==> src/dual_slave_pkg.sv <==
// constants, register map and types of the dual slave bit interface
package dual_slave_pkg;
	localparam int unsigned CLK_PERIOD_NS = 8;
	localparam int unsigned TX_BIT_TIME_NS = 10000;
	localparam int unsigned TX_BIT_CYCLES = (TX_BIT_TIME_NS + CLK_PERIOD_NS - 1) / CLK_PERIOD_NS;
	localparam logic [11:0] TX_DIV_LAST = 12'(TX_BIT_CYCLES - 1);
	localparam logic [4:0] TX_LAST_BIT = 5'h1f;

	localparam logic [7:0] CTRL_OFFSET = 8'h00;
	localparam logic [7:0] STATUS_OFFSET = 8'h04;
	localparam logic [7:0] IRQ_STATUS_OFFSET = 8'h08;
	localparam logic [7:0] IRQ_MASK_OFFSET = 8'h0c;
	localparam logic [7:0] RX_DATA_OFFSET = 8'h10;
	localparam logic [7:0] TX_DATA_OFFSET = 8'h14;
	localparam logic [7:0] DIAG_CODE_OFFSET = 8'h18;

	localparam int CTRL_BUS_SETPOINT = 0;
	localparam int CTRL_CYCLIC = 1;
	localparam int CTRL_TX_START = 2;
	localparam logic [1:0] CTRL_RESET = 2'h0;

	localparam int IRQ_RX_DONE = 0;
	localparam int IRQ_TX_DONE = 1;
	localparam int IRQ_FAULT_ACK = 2;
	localparam int IRQ_DIAG_REQ = 3;
	localparam logic [3:0] IRQ_RESET = 4'h0;

	localparam logic [7:0] DIAG_RESET = 8'h00;
	localparam logic [31:0] WORD_RESET = 32'h0000_0000;

	localparam int SYNC_W = 13;
	localparam logic [12:0] SYNC_RESET = 13'h0000;
	localparam int SYN_S1_CLK = 0;
	localparam int SYN_S1_DATA = 1;
	localparam int SYN_S1_QSTOP = 2;
	localparam int SYN_S1_SEL = 3;
	localparam int SYN_S2_LO = 4;
	localparam int SYN_S2_SEL = 7;
	localparam int SYN_LOCAL_LO = 8;
	localparam int SYN_DIAG = 12;

	typedef enum logic [1:0] {
		TX_IDLE = 2'b00,
		TX_DATA = 2'b01,
		TX_CLOCK = 2'b11
	} tx_state_type;
endpackage : dual_slave_pkg

==> src/serial_tx.sv <==
// bit-serial transmitter of the parameter channel toward the master
`timescale 1ns/100ps
module serial_tx
	import dual_slave_pkg::*;
(
	input wire logic pclk,
	input wire logic presetn,
	input wire logic bit_en,
	input wire logic start,
	input wire logic cyclic,
	input wire logic [31:0] word,
	output logic tx_data,
	output logic tx_clk,
	output logic busy,
	output logic done
);
	tx_state_type state_r;
	tx_state_type state_nxt;
	logic [31:0] shift_r;
	logic [4:0] cnt_r;
	wire last_bit = (cnt_r == TX_LAST_BIT);
	wire restart = last_bit & cyclic;

	always_comb begin
		state_nxt = state_r;
		unique case (state_r)
			TX_IDLE: if (start) state_nxt = TX_DATA;
			TX_DATA: if (bit_en) state_nxt = TX_CLOCK;
			TX_CLOCK: if (bit_en) state_nxt = (last_bit & ~cyclic) ? TX_IDLE : TX_DATA;
			default: state_nxt = TX_IDLE;
		endcase
	end

	always_ff @(posedge pclk or negedge presetn) begin
		if (!presetn) begin
			state_r <= TX_IDLE;
			shift_r <= WORD_RESET;
			cnt_r <= 5'h00;
			tx_data <= 1'b0;
			tx_clk <= 1'b0;
			done <= 1'b0;
		end else begin
			state_r <= state_nxt;
			done <= 1'b0;
			if (state_r == TX_IDLE && start) begin
				shift_r <= word;
				cnt_r <= 5'h00;
			end
			// data settles a full bit time before the clock toggles
			if (state_r == TX_DATA && bit_en) begin
				tx_data <= shift_r[31];
				shift_r <= {shift_r[30:0], 1'b0};
			end
			if (state_r == TX_CLOCK && bit_en) begin
				tx_clk <= ~tx_clk;
				cnt_r <= cnt_r + 5'h01;
				// cyclic mode reloads the latest word, acyclic stops
				if (last_bit) begin
					done <= 1'b1;
					if (restart) shift_r <= word;
				end
			end
		end
	end

	assign busy = (state_r != TX_IDLE);
endmodule : serial_tx

==> src/dual_slave_bit_interface.sv <==
// two-slave process bit interpreter with apb registers
// Behaviour
// two logical slaves, each with four output and four input bits
// output bit 3 of each slave is the slave A/B select, kept internally
// fixed mode: slave 2 bits 0..2 form binary speed code, bit 0 lsb
// code zero commands ramp-down stop; code n runs at fixed speed n
// slave 2 inputs: ready, pulses enabled, local input 0, local input 1
// diagnostic request makes slave 2 answer pending fault or alarm code
// master drives serial clock on slave 1 bit 0, data on bit 1
// slave 1 input 2 carries device serial data, input 3 its clock
// four-byte serial word, cyclic or acyclic, carries the parameter channel
// slave 1 output bit 2 drives quick-stop override
// slave 1 inputs 0 and 1 show local inputs 2 and 3
// bus mode: slave 2 bit 0 run, bit 1 coast stop, bit 2 fault ack
// serial bit sampled on each toggle of its clock bit
// fault acknowledge acts on rising edge only
`timescale 1ns/100ps
module dual_slave_bit_interface (
	input wire logic pclk,
	input wire logic presetn,
	input wire logic [7:0] paddr,
	input wire logic psel,
	input wire logic penable,
	input wire logic pwrite,
	input wire logic [31:0] pwdata,
	output logic [31:0] prdata,
	output logic pready,
	output logic pslverr,
	input wire logic [3:0] slave1_out,
	input wire logic [3:0] slave2_out,
	output logic [3:0] slave1_in,
	output logic [3:0] slave2_in,
	input wire logic local_input_0,
	input wire logic local_input_1,
	input wire logic local_input_2,
	input wire logic local_input_3,
	input wire logic diag_request,
	input wire logic drive_ready_on,
	input wire logic drive_pulses_en,
	output logic [2:0] fixed_speed_sel,
	output logic run_cmd,
	output logic coast_stop,
	output logic fault_ack,
	output logic quick_stop_override,
	output logic irq
);
	import dual_slave_pkg::*;

	function automatic logic rise(input logic cur, input logic prev);
		rise = cur & ~prev;
	endfunction : rise

	// pin synchroniser, three stages, change taken when stages 2 and 3 agree
	logic [SYNC_W-1:0] s1_r;
	logic [SYNC_W-1:0] s2_r;
	logic [SYNC_W-1:0] s3_r;
	logic [SYNC_W-1:0] clean_r;
	logic [SYNC_W-1:0] prev_r;
	wire [SYNC_W-1:0] raw = {diag_request, local_input_3, local_input_2, local_input_1,
		local_input_0, slave2_out, slave1_out};
	wire [SYNC_W-1:0] agree = ~(s2_r ^ s3_r);
	wire [SYNC_W-1:0] clean_nxt = (agree & s3_r) | (~agree & clean_r);

	always_ff @(posedge pclk or negedge presetn) begin
		if (!presetn) begin
			s1_r <= SYNC_RESET;
			s2_r <= SYNC_RESET;
			s3_r <= SYNC_RESET;
			clean_r <= SYNC_RESET;
			prev_r <= SYNC_RESET;
		end else begin
			s1_r <= raw;
			s2_r <= s1_r;
			s3_r <= s2_r;
			clean_r <= clean_nxt;
			prev_r <= clean_r;
		end
	end

	// slave fields
	wire [3:0] s1 = clean_r[SYN_S1_SEL:SYN_S1_CLK];
	wire [3:0] s2 = clean_r[SYN_S2_SEL:SYN_S2_LO];
	wire [3:0] loc = clean_r[SYN_LOCAL_LO+3:SYN_LOCAL_LO];
	wire diag = clean_r[SYN_DIAG];
	wire diag_rise = rise(diag, prev_r[SYN_DIAG]);
	wire ack_rise = rise(s2[2], prev_r[SYN_S2_LO+2]);

	// registers
	logic [1:0] ctrl_r;
	logic [3:0] irq_status_r;
	logic [3:0] irq_mask_r;
	logic [31:0] rx_data_r;
	logic [31:0] tx_data_r;
	logic [7:0] diag_code_r;
	logic tx_start_r;
	wire bus_mode = ctrl_r[CTRL_BUS_SETPOINT];

	// apb decode: answer in the first access cycle
	wire setup = psel & ~penable;
	wire access = psel & penable & pready;
	wire wr = access & pwrite;
	wire hit_ctrl = (paddr == CTRL_OFFSET);
	wire hit_status = (paddr == STATUS_OFFSET);
	wire hit_irqs = (paddr == IRQ_STATUS_OFFSET);
	wire hit_mask = (paddr == IRQ_MASK_OFFSET);
	wire hit_rx = (paddr == RX_DATA_OFFSET);
	wire hit_tx = (paddr == TX_DATA_OFFSET);
	wire hit_diag = (paddr == DIAG_CODE_OFFSET);
	wire mapped = hit_ctrl | hit_status | hit_irqs | hit_mask | hit_rx | hit_tx | hit_diag;
	wire tx_busy;
	wire tx_done;
	wire tx_data_bit;
	wire tx_clk_bit;
	wire [31:0] status_word = {21'h00000, s2[3], s1[3], tx_busy, quick_stop_override,
		coast_stop, run_cmd, fixed_speed_sel, 2'h0};
	wire [31:0] rd_mux = hit_ctrl ? {30'h0, ctrl_r} :
		hit_status ? status_word :
		hit_irqs ? {28'h0000000, irq_status_r} :
		hit_mask ? {28'h0000000, irq_mask_r} :
		hit_rx ? rx_data_r :
		hit_tx ? tx_data_r :
		hit_diag ? {24'h000000, diag_code_r} : 32'h0000_0000;

	always_ff @(posedge pclk or negedge presetn) begin
		if (!presetn) begin
			pready <= 1'b0;
			prdata <= 32'h0000_0000;
			pslverr <= 1'b0;
		end else begin
			pready <= setup;
			prdata <= (setup & ~pwrite) ? rd_mux : 32'h0000_0000;
			pslverr <= setup & ~mapped;
		end
	end

	always_ff @(posedge pclk or negedge presetn) begin
		if (!presetn) begin
			ctrl_r <= CTRL_RESET;
			irq_mask_r <= IRQ_RESET;
			tx_data_r <= WORD_RESET;
			diag_code_r <= DIAG_RESET;
			tx_start_r <= 1'b0;
		end else begin
			tx_start_r <= wr & hit_ctrl & pwdata[CTRL_TX_START];
			if (wr & hit_ctrl) ctrl_r <= pwdata[1:0];
			if (wr & hit_mask) irq_mask_r <= pwdata[3:0];
			if (wr & hit_tx) tx_data_r <= pwdata;
			if (wr & hit_diag) diag_code_r <= pwdata[7:0];
		end
	end

	// serial receive from the master
	logic [31:0] rx_shift_r;
	logic [4:0] rx_cnt_r;
	logic rx_done_r;
	wire rx_toggle = s1[0] ^ prev_r[SYN_S1_CLK];

	always_ff @(posedge pclk or negedge presetn) begin
		if (!presetn) begin
			rx_shift_r <= WORD_RESET;
			rx_cnt_r <= 5'h00;
			rx_data_r <= WORD_RESET;
			rx_done_r <= 1'b0;
		end else begin
			rx_done_r <= 1'b0;
			if (rx_toggle) begin
				rx_shift_r <= {rx_shift_r[30:0], s1[1]};
				rx_cnt_r <= rx_cnt_r + 5'h01;
				if (rx_cnt_r == TX_LAST_BIT) begin
					rx_data_r <= {rx_shift_r[30:0], s1[1]};
					rx_done_r <= 1'b1;
				end
			end
		end
	end

	// bit-time divider for the transmit side
	logic [11:0] div_r;
	logic bit_en_r;

	always_ff @(posedge pclk or negedge presetn) begin
		if (!presetn) begin
			div_r <= 12'h000;
			bit_en_r <= 1'b0;
		end else begin
			bit_en_r <= (div_r == TX_DIV_LAST);
			div_r <= (div_r == TX_DIV_LAST) ? 12'h000 : div_r + 12'h001;
		end
	end

	serial_tx u_tx (
		.pclk(pclk),
		.presetn(presetn),
		.bit_en(bit_en_r),
		.start(tx_start_r),
		.cyclic(ctrl_r[CTRL_CYCLIC]),
		.word(tx_data_r),
		.tx_data(tx_data_bit),
		.tx_clk(tx_clk_bit),
		.busy(tx_busy),
		.done(tx_done)
	);

	// drive commands
	wire [3:0] fault_code = diag_code_r[3:0];
	wire [3:0] alarm_code = diag_code_r[7:4];
	wire [3:0] diag_answer = (fault_code != 4'h0) ? fault_code : alarm_code;
	wire [3:0] normal_answer = {loc[1], loc[0], drive_pulses_en, drive_ready_on};
	wire [2:0] speed_code = s2[2:0];
	wire run_nxt = bus_mode ? s2[0] : (speed_code != 3'h0);

	always_ff @(posedge pclk or negedge presetn) begin
		if (!presetn) begin
			fixed_speed_sel <= 3'h0;
			run_cmd <= 1'b0;
			coast_stop <= 1'b0;
			fault_ack <= 1'b0;
			quick_stop_override <= 1'b0;
			slave1_in <= 4'h0;
			slave2_in <= 4'h0;
		end else begin
			fixed_speed_sel <= bus_mode ? 3'h0 : speed_code;
			run_cmd <= run_nxt;
			coast_stop <= bus_mode & s2[1];
			fault_ack <= bus_mode & ack_rise;
			quick_stop_override <= s1[2];
			// select bits s1[3], s2[3] only feed status
			slave1_in <= {tx_clk_bit, tx_data_bit, loc[3], loc[2]};
			slave2_in <= diag ? diag_answer : normal_answer;
		end
	end

	// sticky events, set wins over write-one clear
	wire [3:0] irq_set = {diag_rise, bus_mode & ack_rise, tx_done, rx_done_r};
	wire [3:0] irq_clr = (wr & hit_irqs) ? pwdata[3:0] : 4'h0;

	always_ff @(posedge pclk or negedge presetn) begin
		if (!presetn) begin
			irq_status_r <= IRQ_RESET;
			irq <= 1'b0;
		end else begin
			irq_status_r <= (irq_status_r & ~irq_clr) | irq_set;
			irq <= |(irq_status_r & irq_mask_r);
		end
	end
endmodule : dual_slave_bit_interface

==> config.mk <==
export PLATFORM = sky130hd
export DESIGN_NAME = dual_slave_bit_interface
export DESIGN_NICKNAME = d
export VERILOG_FILES = /design/src/dual_slave_pkg.sv /design/src/serial_tx.sv /design/src/dual_slave_bit_interface.sv
export SDC_FILE = /design/constraint.sdc
export NUM_CORES = 1
export LEC_CHECK = 0
export ABC_AREA = 1
export BUFFER_PORTS_ARGS = -buffer_cell sky130_fd_sc_hd__buf_2
export CAP_MARGIN = 20
export CORE_ASPECT_RATIO = 1.75
export CORE_MARGIN = 1
export CORE_UTILIZATION = 50
export DETAILED_ROUTE_END_ITERATION = 7
export MAX_ROUTING_LAYER = met4
export PLACE_DENSITY = 0.69
export SLEW_MARGIN = 15
export SYNTH_ARGS = -nofsm -noshare
export SYNTH_HDL_FRONTEND = slang
export SYNTH_SLANG_ARGS = --single-unit
==> constraint.sdc <==
create_clock -name pclk -period 2.35 [get_ports pclk]
set_input_delay 0.705 -clock pclk [delete_from_list [all_inputs] [get_ports pclk]]
set_output_delay 0.705 -clock pclk [all_outputs]
set_load 0.005 [all_outputs]
Yosys cells after proc, flatten, opt, wreduce, memory -nomap -nowiden

Cells that the tools add are included.

Flip-flop bits (word level): 290
Bits of input ports: 60
Output and inout bits: 50
Word-level logic and storage cells: 135

Add/subtract/negate cells: 3
Eq/ne operators: 14
Muxes and demuxes: 30
Bitwise operators: 42
Reductions and logical operators: 12

Operator list:

| operator                                                          | number |
|---|---|
| 32-bit two-way mux                                                | 12 |
| 13-bit AND                                                        | 2 |
| 13-bit inverter                                                   | 2 |
| 8-bit by 5-bit == test with 1-bit output, second input constant   | 3 |
| 1-bit AND                                                         | 18 |
| 8-bit by 4-bit == test with 1-bit output, second input constant   | 2 |
| 13-bit bitwise OR                                                 | 1 |
| 13-bit XOR                                                        | 1 |
| 12-bit by 1-bit adder with 12-bit output, second input constant   | 1 |
| 12-bit by 11-bit == test with 1-bit output, second input constant | 1 |
| 12-bit two-way mux                                                | 1 |
| 4-bit two-way mux                                                 | 3 |
| 5-bit by 1-bit adder with 5-bit output, second input constant     | 2 |
| 5-bit == test, second input constant                              | 2 |
| 5-bit two-way mux                                                 | 2 |
| 4-bit AND                                                         | 2 |
| 8-bit by 3-bit == test with 1-bit output, second input constant   | 1 |
| 8-bit zero test                                                   | 1 |
| 8-bit two-way mux                                                 | 1 |
| 1-bit inverter                                                    | 7 |
| 1-bit two-way mux                                                 | 6 |
| 2-bit two-way mux                                                 | 3 |
| 2-bit != test, second input constant                              | 3 |
| 1-bit bitwise OR                                                  | 6 |
| 15 further kinds                                                  | 18 |

Logic depth before layout (Yosys ltp)

Gate-level depths: netlist of the first run.

Word-level depth: 9
Gate-level depth with buffers: 11
Depth with buffers taken out: 10

Cells and area by module

From an unflattened synthesis of the first run, not the netlist that was laid out.

Cells, all modules: 1,180
Area, all modules: 11,337.1 um^2

Modules (own cells, without submodules):

| module                   | instances | cells each | area an instance (um^2) | seq. area each (um^2) |
|---|---|---|---|---|
| dual_slave_bit_interface | 1         | 853        | 9,067.4                 | 5,955.7 |
| serial_tx                | 1         | 327        | 2,269.7                 | 1,051.0 |

Worst setup path before layout of the first run

Ideal clock, no wire load.

Path kind: register to register
Start: reg u_tx.cnt_r[0]
End: reg u_tx.shift_r[21]
Arrival time: 1,659 ps
Required time: 2,216 ps
Setup slack: 557 ps
Cell stages (with the launch flop): 11
Path buffers: 3
Period minus slack after synthesis: 1,793 ps
Cells stage by stage: dfrtp_1 > ha_1 > nand2_1 > nor2_1 > ha_1 > and3_1 > buf_2 > nor2_1 > buf_6 > buf_6 > o22ai_2

Cells in the longest elaborated chain, start to end: 5

Ends and longest elaborated chain:

| element                | RTL line        | RTL |
|---|---|---|
| from (decl)            | serial_tx.sv:20 | `logic [4:0] cnt_r;` |
| from (signal assigned) | serial_tx.sv:56 | `cnt_r <= cnt_r + 5'h01;` |
| 5-bit == test (*)      | serial_tx.sv:21 | `wire last_bit = (cnt_r == TX_LAST_BIT);` |
| 1-bit AND              | serial_tx.sv:22 | `wire restart = last_bit & cyclic;` |
| 32-bit two-way mux     | serial_tx.sv:60 | `if (restart) shift_r <= word;` |
| 32-bit two-way mux (*) | serial_tx.sv:58 | `if (last_bit) begin` |
| 32-bit two-way mux (*) | serial_tx.sv:54 | `if (state_r == TX_CLOCK && bit_en) begin` |
| to (signal assigned)   | serial_tx.sv:46 | `shift_r <= word;` |
| to (signal assigned)   | serial_tx.sv:52 | `shift_r <= {shift_r[30:0], 1'b0};` |
| to (signal assigned)   | serial_tx.sv:60 |  |
| to (decl)              | serial_tx.sv:19 | `logic [31:0] shift_r;` |

Every way passes the cells marked *; elsewhere a longest branch is shown, timed or not.
A chain may end at the register's enable or synchronous reset.

Worst setup path in the final report of the first run

Start: reg u_tx.cnt_r[0]
End: reg u_tx.shift_r[3]

The elaborated chain is that of the path after synthesis.

==> results of run 1 <==
-- critical path: stages (launching register included) --
cell and delay (ps):
dfrtp_1 410, ha_1 240, nand2_1 90, nor2_1 50
ha_1 180, and3_1 210, nor2_2 140, buf_12 210
inv_2 90, nand2_1 60, o21ai_0 80
-- through the flow --
step	hold WS (ps)	util	cells	area, um^2
after floorplan	331	-	1107	10900
after global placement	333	0.556	1495	12000
after detailed placement	336	0.556	1495	12000
after CTS	114	0.596	1541	12800
after global routing	119	0.596	1541	12800
final	103	0.596	1541	12800
-- registers in the layout, indices dropped and copies added, names as in the netlist, 4 cells and up, named ones only --
name / flops
prdata: 32
rx_data_r: 32
tx_data_r: 32
u_tx.shift_r: 32
rx_shift_r: 31
s1_r: 13
s2_r: 13
s3_r: 13
div_r: 12
diag_code_r: 8
rx_cnt_r: 5
u_tx.cnt_r: 5
irq_mask_r: 4
irq_status_r: 4
prev_r: 4
slave1_in: 4
slave2_in: 4
-- area by class of cell --
class,count,area (um^2),share of cell area
Sequential cell,280,7010,0.546
Multi-Input combinational cell,606,3030,0.237
Timing Repair Buffer,138,873,0.0681
Clock buffer,33,706,0.0550
Inverter,179,672,0.0524
Tap cell,292,365,0.0285
Clock inverter,13,166,0.0130
-- path summary, 6_finish.rpt --
check	start	endpoint	slack, ps	cells after the start
max in group asynchronous	presetn	s1_r[5]	1600	2
min in group pclk	local_input_1	s1_r[9]	270	1
hold / removal	presetn	slave1_in[1]	100	1
hold reg to reg	s1_r[3]	s2_r[3]	340	0
setup reg to reg	u_tx.cnt_r[0]	u_tx.shift_r[3]	460	10
setup / recovery	u_tx.cnt_r[0]	u_tx.shift_r[3]	460	10
-- routing by layer --
layer  routed length, um  vias to the layer above  share of wire
met1                9550                     3698           0.42
met4                 682                        0          0.030
li1                    -                     3770              -
met3                 872                       40          0.038
met5                   0                        -              0
met2               11800                      137           0.52
-- cell families (layout without fill, tap and decap cells) --
family,Yosys count,after routing,share of synthesized area
buffers and inverters,221,363,0.0809
adders and majority gates,19,19,0.0188
and+or+nand+nor,333,333,0.123
DFF,280,280,0.642
xor gates and xnor gates,10,10,0.00802
AOI/OAI and AO/OA,243,243,0.127
muxes,1,1,0.00103
-- layout by cell type (no fill, tap or decap), drive strengths merged, types with 3 or more instances in the layout --
cell type and n:
inv 181, maj3 13, clkbuf 33, xnor2 4
xor2 6, a21oi 61, o21ai 113, bufinv 3
o21bai 3, clkinv 5, dfrtp 280, nand3 23
nor2 71, o211ai 4, nand4 4, buf 138
nor3 4, nand2 223, ha 6, o22ai 58
clkinvlp 3
-- power breakdown --
part           total (mW)  switching, mW  leakage (nW)  internal (mW)
logic               0.697          0.438          2.27          0.259
clock network        4.24           1.77         0.424           2.47
registers            5.36          0.190          3.58           5.17
total                10.3           2.40          6.27           7.90
==> impl_metrics.yaml, run 1 <==
synth:
  synth_common_cells: "dfrtp_1, nand2_1, inv_1"
  area_fraction_of_the_dominant_cell_type_after_synthesis: 0.642
  post_synth_instance_area_um2: 10900
  syn-instance-count: 1107
  syn_nets: 1173
  synth-edff-count: 0
  postSynthAreaPerCell_um2: 9.86
  postSynth.topFlopCell: "dfrtp_1"
  synthDistinctLibCells: 37
  ys.warnings.count: 0
  ys_seq_area_frac: 0.642
  synth_most_common_cell: "dfrtp_1"
  synthTopCellsByArea: "dfrtp_1, nand2_1, inv_1"
  flip_flop_and_latch_count_after_synthesis: 280
  synthArstFlopShare: 1.00
  yosysTopAreaCell: "dfrtp_1"
timing:
  clock_period_minus_final_worst_setup_slack_ps: 1890
  final_min_period_over_clock_period: 0.806
  worst_slew_margin_relative_to_its_limit: 0.610
  grt_setup_unrepaired: "no"
  timing.final.setup_violations: 0
  setup-tns-final_ps: 0
  maxSlewViolCount: 0
  final_critical_path_setup_slack_ps: 456
  worst_slew_pin_slew_ps: 580
  worst_clock_skew_on_the_final_layout_ps: 17.4
  hold_viol: 0
  max_freq_ghz: 0.528
routing:
  drt-pass1-iter-count: 4
  wl_per_cell_um: 14.9
  totalWireLength_um: 22900
  postRouteAntennaNets: 0
  viasPerCell: 4.96
  drcViolationCount: 0
  route.vias.total: 7645
  detailedRoute.firstIterationViolations: 408
floorplanning:
  row_count: 71
  die_area_um2: 22500
  floorplan.initialDensity: 0.508
  die_h_um: 197
  boundaryPins: 110
  core_area_um2: 21500
  dieWidth_um: 114
worst_setup_path:
  crit_path_start_kind: "flop"
  path_max_fanout: 29
  critical_path_at_ps: 2290
  crit_path_end_kind: "flop"
  cp_data_required_time_ps: 2750
  criticalPathCategory: "flop to flop"
grt:
  grt_antenna_before_repair: 0
  busiest_layer: "met2"
  grtUsageTotal: 0.220
  use_met1: 0.269
  overflow: 0
  maximum_number_of_pins_on_one_net_before_global_route_repair: 62
  met3_track_demand_over_resource_in_global_routing: 0.0292
  grt_pass1_vias: 7707
  globalRouteMet2Util: 0.372
  global_route_wire_length_before_repair_um: 37700
cts:
  cts_tree: "yes"
  clk-insertion-delay-late_ps: 540
  postCtsResizedCells: 0
  post_cts_hold_buffer_count: 0
  cts-htree-levels: 1
  clock_root_buffer: "clkbuf_16"
  cts.clk_slew.worst_paths_ps: 70
  clock_sink_count: 280
  cts-buffers-inserted: 25
  cts_setup_buffers: 0
  cts-root-to-sink-buffers: 3
flow_run:
  max-cap-violations: 0
power:
  p_total_mw: 10.3
  power_leakage_nw: 6.27
  p_per_area_nw_per_um2: 803
  power.ir.vdd_worst_uv: 594
cells_and_area:
  count_of_inserted_antenna_diode_cells: 0
  finish.net_count: 1296
  nFillCells: 1890
  layout-drive-gt1-share: 0.165
  area_growth_syn_to_layout_pct: 17.4
place:
  place_hpwl_um: 16300
  port_buffers: 109
  placement.setup.worst_slack_ps: 233
  finalWeightedCongestion: 0.893
hold_path:
  min_path_type: "input pin to asynchronous set/reset pin"
status:
  result_of_the_run: "complete, no violations"
Power figures use the tool's default switching activity.
==> run 2: changes to the inputs <==
Settings changed: PLACE_DENSITY 0.69 to 0.72.
Clock period 2.35 ns to 1.56 ns, I/O delays scaled along.
==> run 2 against run 1 <==
Against the previous run: the run now ends with negative setup slack left; total power increased by 56%; sequential share of layout area decreased by 4.5 points; routed wire length increased by 17%; first-iteration DRC count increased by 65%; via count increased by 10%; final cell count increased by 4.2%; clock skew decreased by 9.5 ps; design area increased by 9.0%; core utilization increased by 5.4 points; hold slack got worse by 56 ps; register-to-register slack got worse by 610 ps; critical path type unchanged.
==> impl_metrics.yaml, run 2 (synthesis gave the netlist of run 1 again) <==
grt:
  grt_antenna_before_repair: 0
  overflow: 0
  grt_pass1_vias: 8268
  maximum_number_of_pins_on_one_net_before_global_route_repair: 52
  global_route_wire_length_before_repair_um: 40600
  grtUsageTotal: 0.239
routing:
  postRouteAntennaNets: 0
  detailedRoute.firstIterationViolations: 673
  wl_per_cell_um: 16.8
  drcViolationCount: 0
  totalWireLength_um: 26900
  drt-pass1-iter-count: 5
  viasPerCell: 5.25
  route.vias.total: 8430
cells_and_area:
  postLayoutCoreUtil: 0.650
  count_of_inserted_antenna_diode_cells: 0
  finish.net_count: 1362
  post_layout_nonfiller_instances: 1606
  area_growth_syn_to_layout_pct: 28.1
  most-common-layout-cells: "dfrtp_1, nand2_1, inv_1, buf_2, o21ai_0"
  layout.cell_area.non_filler_um2: 14000
  most_common_cell_after_layout_fill_and_taps_aside: "dfrtp_1"
  layout-drive-gt1-share: 0.247
floorplanning:
  boundaryPins: 110
  die_h_um: 197
  floorplan.initialDensity: 0.508
  dieWidth_um: 114
  core_area_um2: 21500
  die_area_um2: 22500
  row_count: 71
worst_setup_path:
  crit_path_end_kind: "flop"
  critical-path-max-stage-delay_ps: 380
  crit_chain: "ha_2 -> nand2_2 -> nor2_2 -> ha_2 -> and3_4 -> nor2_4 -> buf_6 -> clkbuf_16 -> o22ai_2"
  crit_path_frequent_cell: "ha_2"
  cp_data_required_time_ps: 1970
  critical_path_at_ps: 2120
  timing.critical_path.slowest_stage_cell: "dfrtp_1"
  criticalPathCategory: "flop to flop"
  path_max_fanout: 5
  crit_path_start_kind: "flop"
timing:
  worst_slew_pin_slew_ps: 397
  worst_clock_skew_on_the_final_layout_ps: 7.84
  worst_slew_margin_relative_to_its_limit: 0.735
  max_freq_ghz: 0.585
  maxSlewViolCount: 0
  final_critical_path_setup_slack_ps: -151
  clock_period_minus_final_worst_setup_slack_ps: 1710
  grt_setup_unrepaired: "yes"
  hold_viol: 0
  final_min_period_over_clock_period: 1.10
  timing.final.setup_violations: 35
  finalHoldWorstSlack_ps: 47.2
power:
  power_leakage_nw: 6.81
  power.ir.vdd_worst_uv: 786
  p_per_area_nw_per_um2: 1150
place:
  placement.setup.worst_slack_ps: -337
  dpl_cell_area_um2: 12300
  finalWeightedCongestion: 0.931
  place_hpwl_um: 17200
  port_buffers: 109
  place_inst: 1533
cts:
  clock_root_buffer: "clkbuf_16"
  cts-buffers-inserted: 25
  cts-root-to-sink-buffers: 3
  cts_tree: "yes"
  cts-htree-levels: 1
  clock_sink_count: 280
  cts.clk_slew.worst_paths_ps: 70
  clk-insertion-delay-late_ps: 520
hold_path:
  min_path_type: "input pin to flop"
status:
  violations: "negative setup slack"
  result_of_the_run: "complete, but fails checks"
flow_run:
  max-cap-violations: 0
-- run 2: changes by cell type in the layout (fill, tap and decap cells not counted), moves of 6 or more --
cell | previous run | this run
buf_4 | 21 | 55
o21ai_0 | 105 | 78
nand2_1 | 219 | 200
o21ai_1 | 8 | 23
buf_6 | 0 | 11
nand2_4 | 1 | 12
o21ai_2 | 0 | 11
o22ai_1 | 48 | 38
buf_12 | 8 | 17
clkbuf_16 | 25 | 33
nand2_2 | 3 | 11
o22ai_2 | 10 | 16
-- run 2: per-stage QoR --
stage,setup TNS (ps),power [mW]
after floorplan,-1810,8.74
after global placement,-15300,9.29
after detailed placement,-17440,9.34
after CTS,-2860,16.0
after global routing,-6440,16.7
final,-3300,16.0
-- run 2: worst paths after layout --
path / startpoint / endpoint / slack [ps] / cells past startpoint
max: u_tx.cnt_r[1] / u_tx.shift_r[18] / -150 / 9
min: local_input_3 / s1_r[11] / 50 / 1
max reg2reg: u_tx.cnt_r[1] / u_tx.shift_r[18] / -150 / 9
min reg2reg: s1_r[3] / s2_r[3] / 350 / 0
max in group asynchronous: presetn / u_tx.shift_r[12] / 580 / 3
min in group asynchronous: presetn / asynchronous set/reset pin / 450 / 2
-- run 2: final cells by class --
type / instances / area, um^2
fill: 1692 / 7520
timing repair buffer: 204 / 1730
inverter: 179 / 674
tap: 292 / 365
multi-input combinational: 606 / 3320
sequential: 280 / 7010
clock buffer: 32 / 692
clock inverter: 13 / 196
-- run 2: where the power goes --
group / total (mW) / leakage, nW / internal [mW] / switching [mW]
clock network: 6.63 / 0.439 / 3.97 / 2.66
logic: 1.32 / 2.79 / 0.531 / 0.789
registers: 8.09 / 3.58 / 7.78 / 0.302
total: 16.0 / 6.81 / 12.3 / 3.75
-- run 2: repair_timing --
action | CTS | global route
gates cloned | 3 | 8
endpoints found under the hold margin | 27 | 0
endpoints found under the setup margin | 39 | 60
resized for setup | 17 | 95
pin swaps | 6 | 12
hold buffers | 1 | 0
buffers inserted | 6 | 11
-- run 2: worst max-delay path: cells and delay by family, from the launching register on --
kind,cells,cell delay [ps]
and+or+nand+nor,4,450
AOI/OAI and AO/OA,1,80
adders and majority gates,2,360
buffers and inverters,2,320
DFF,1,380
-- run 2: routing by layer --
layer / GRT usage / wire [um] / vias up
li1: - / - / 3902
met4: 0.114 / 1330 / 0
met5: - / 0 / -
met3: 0.0295 / 1030 / 91
met1: 0.274 / 10100 / 4197
met2: 0.414 / 14400 / 240
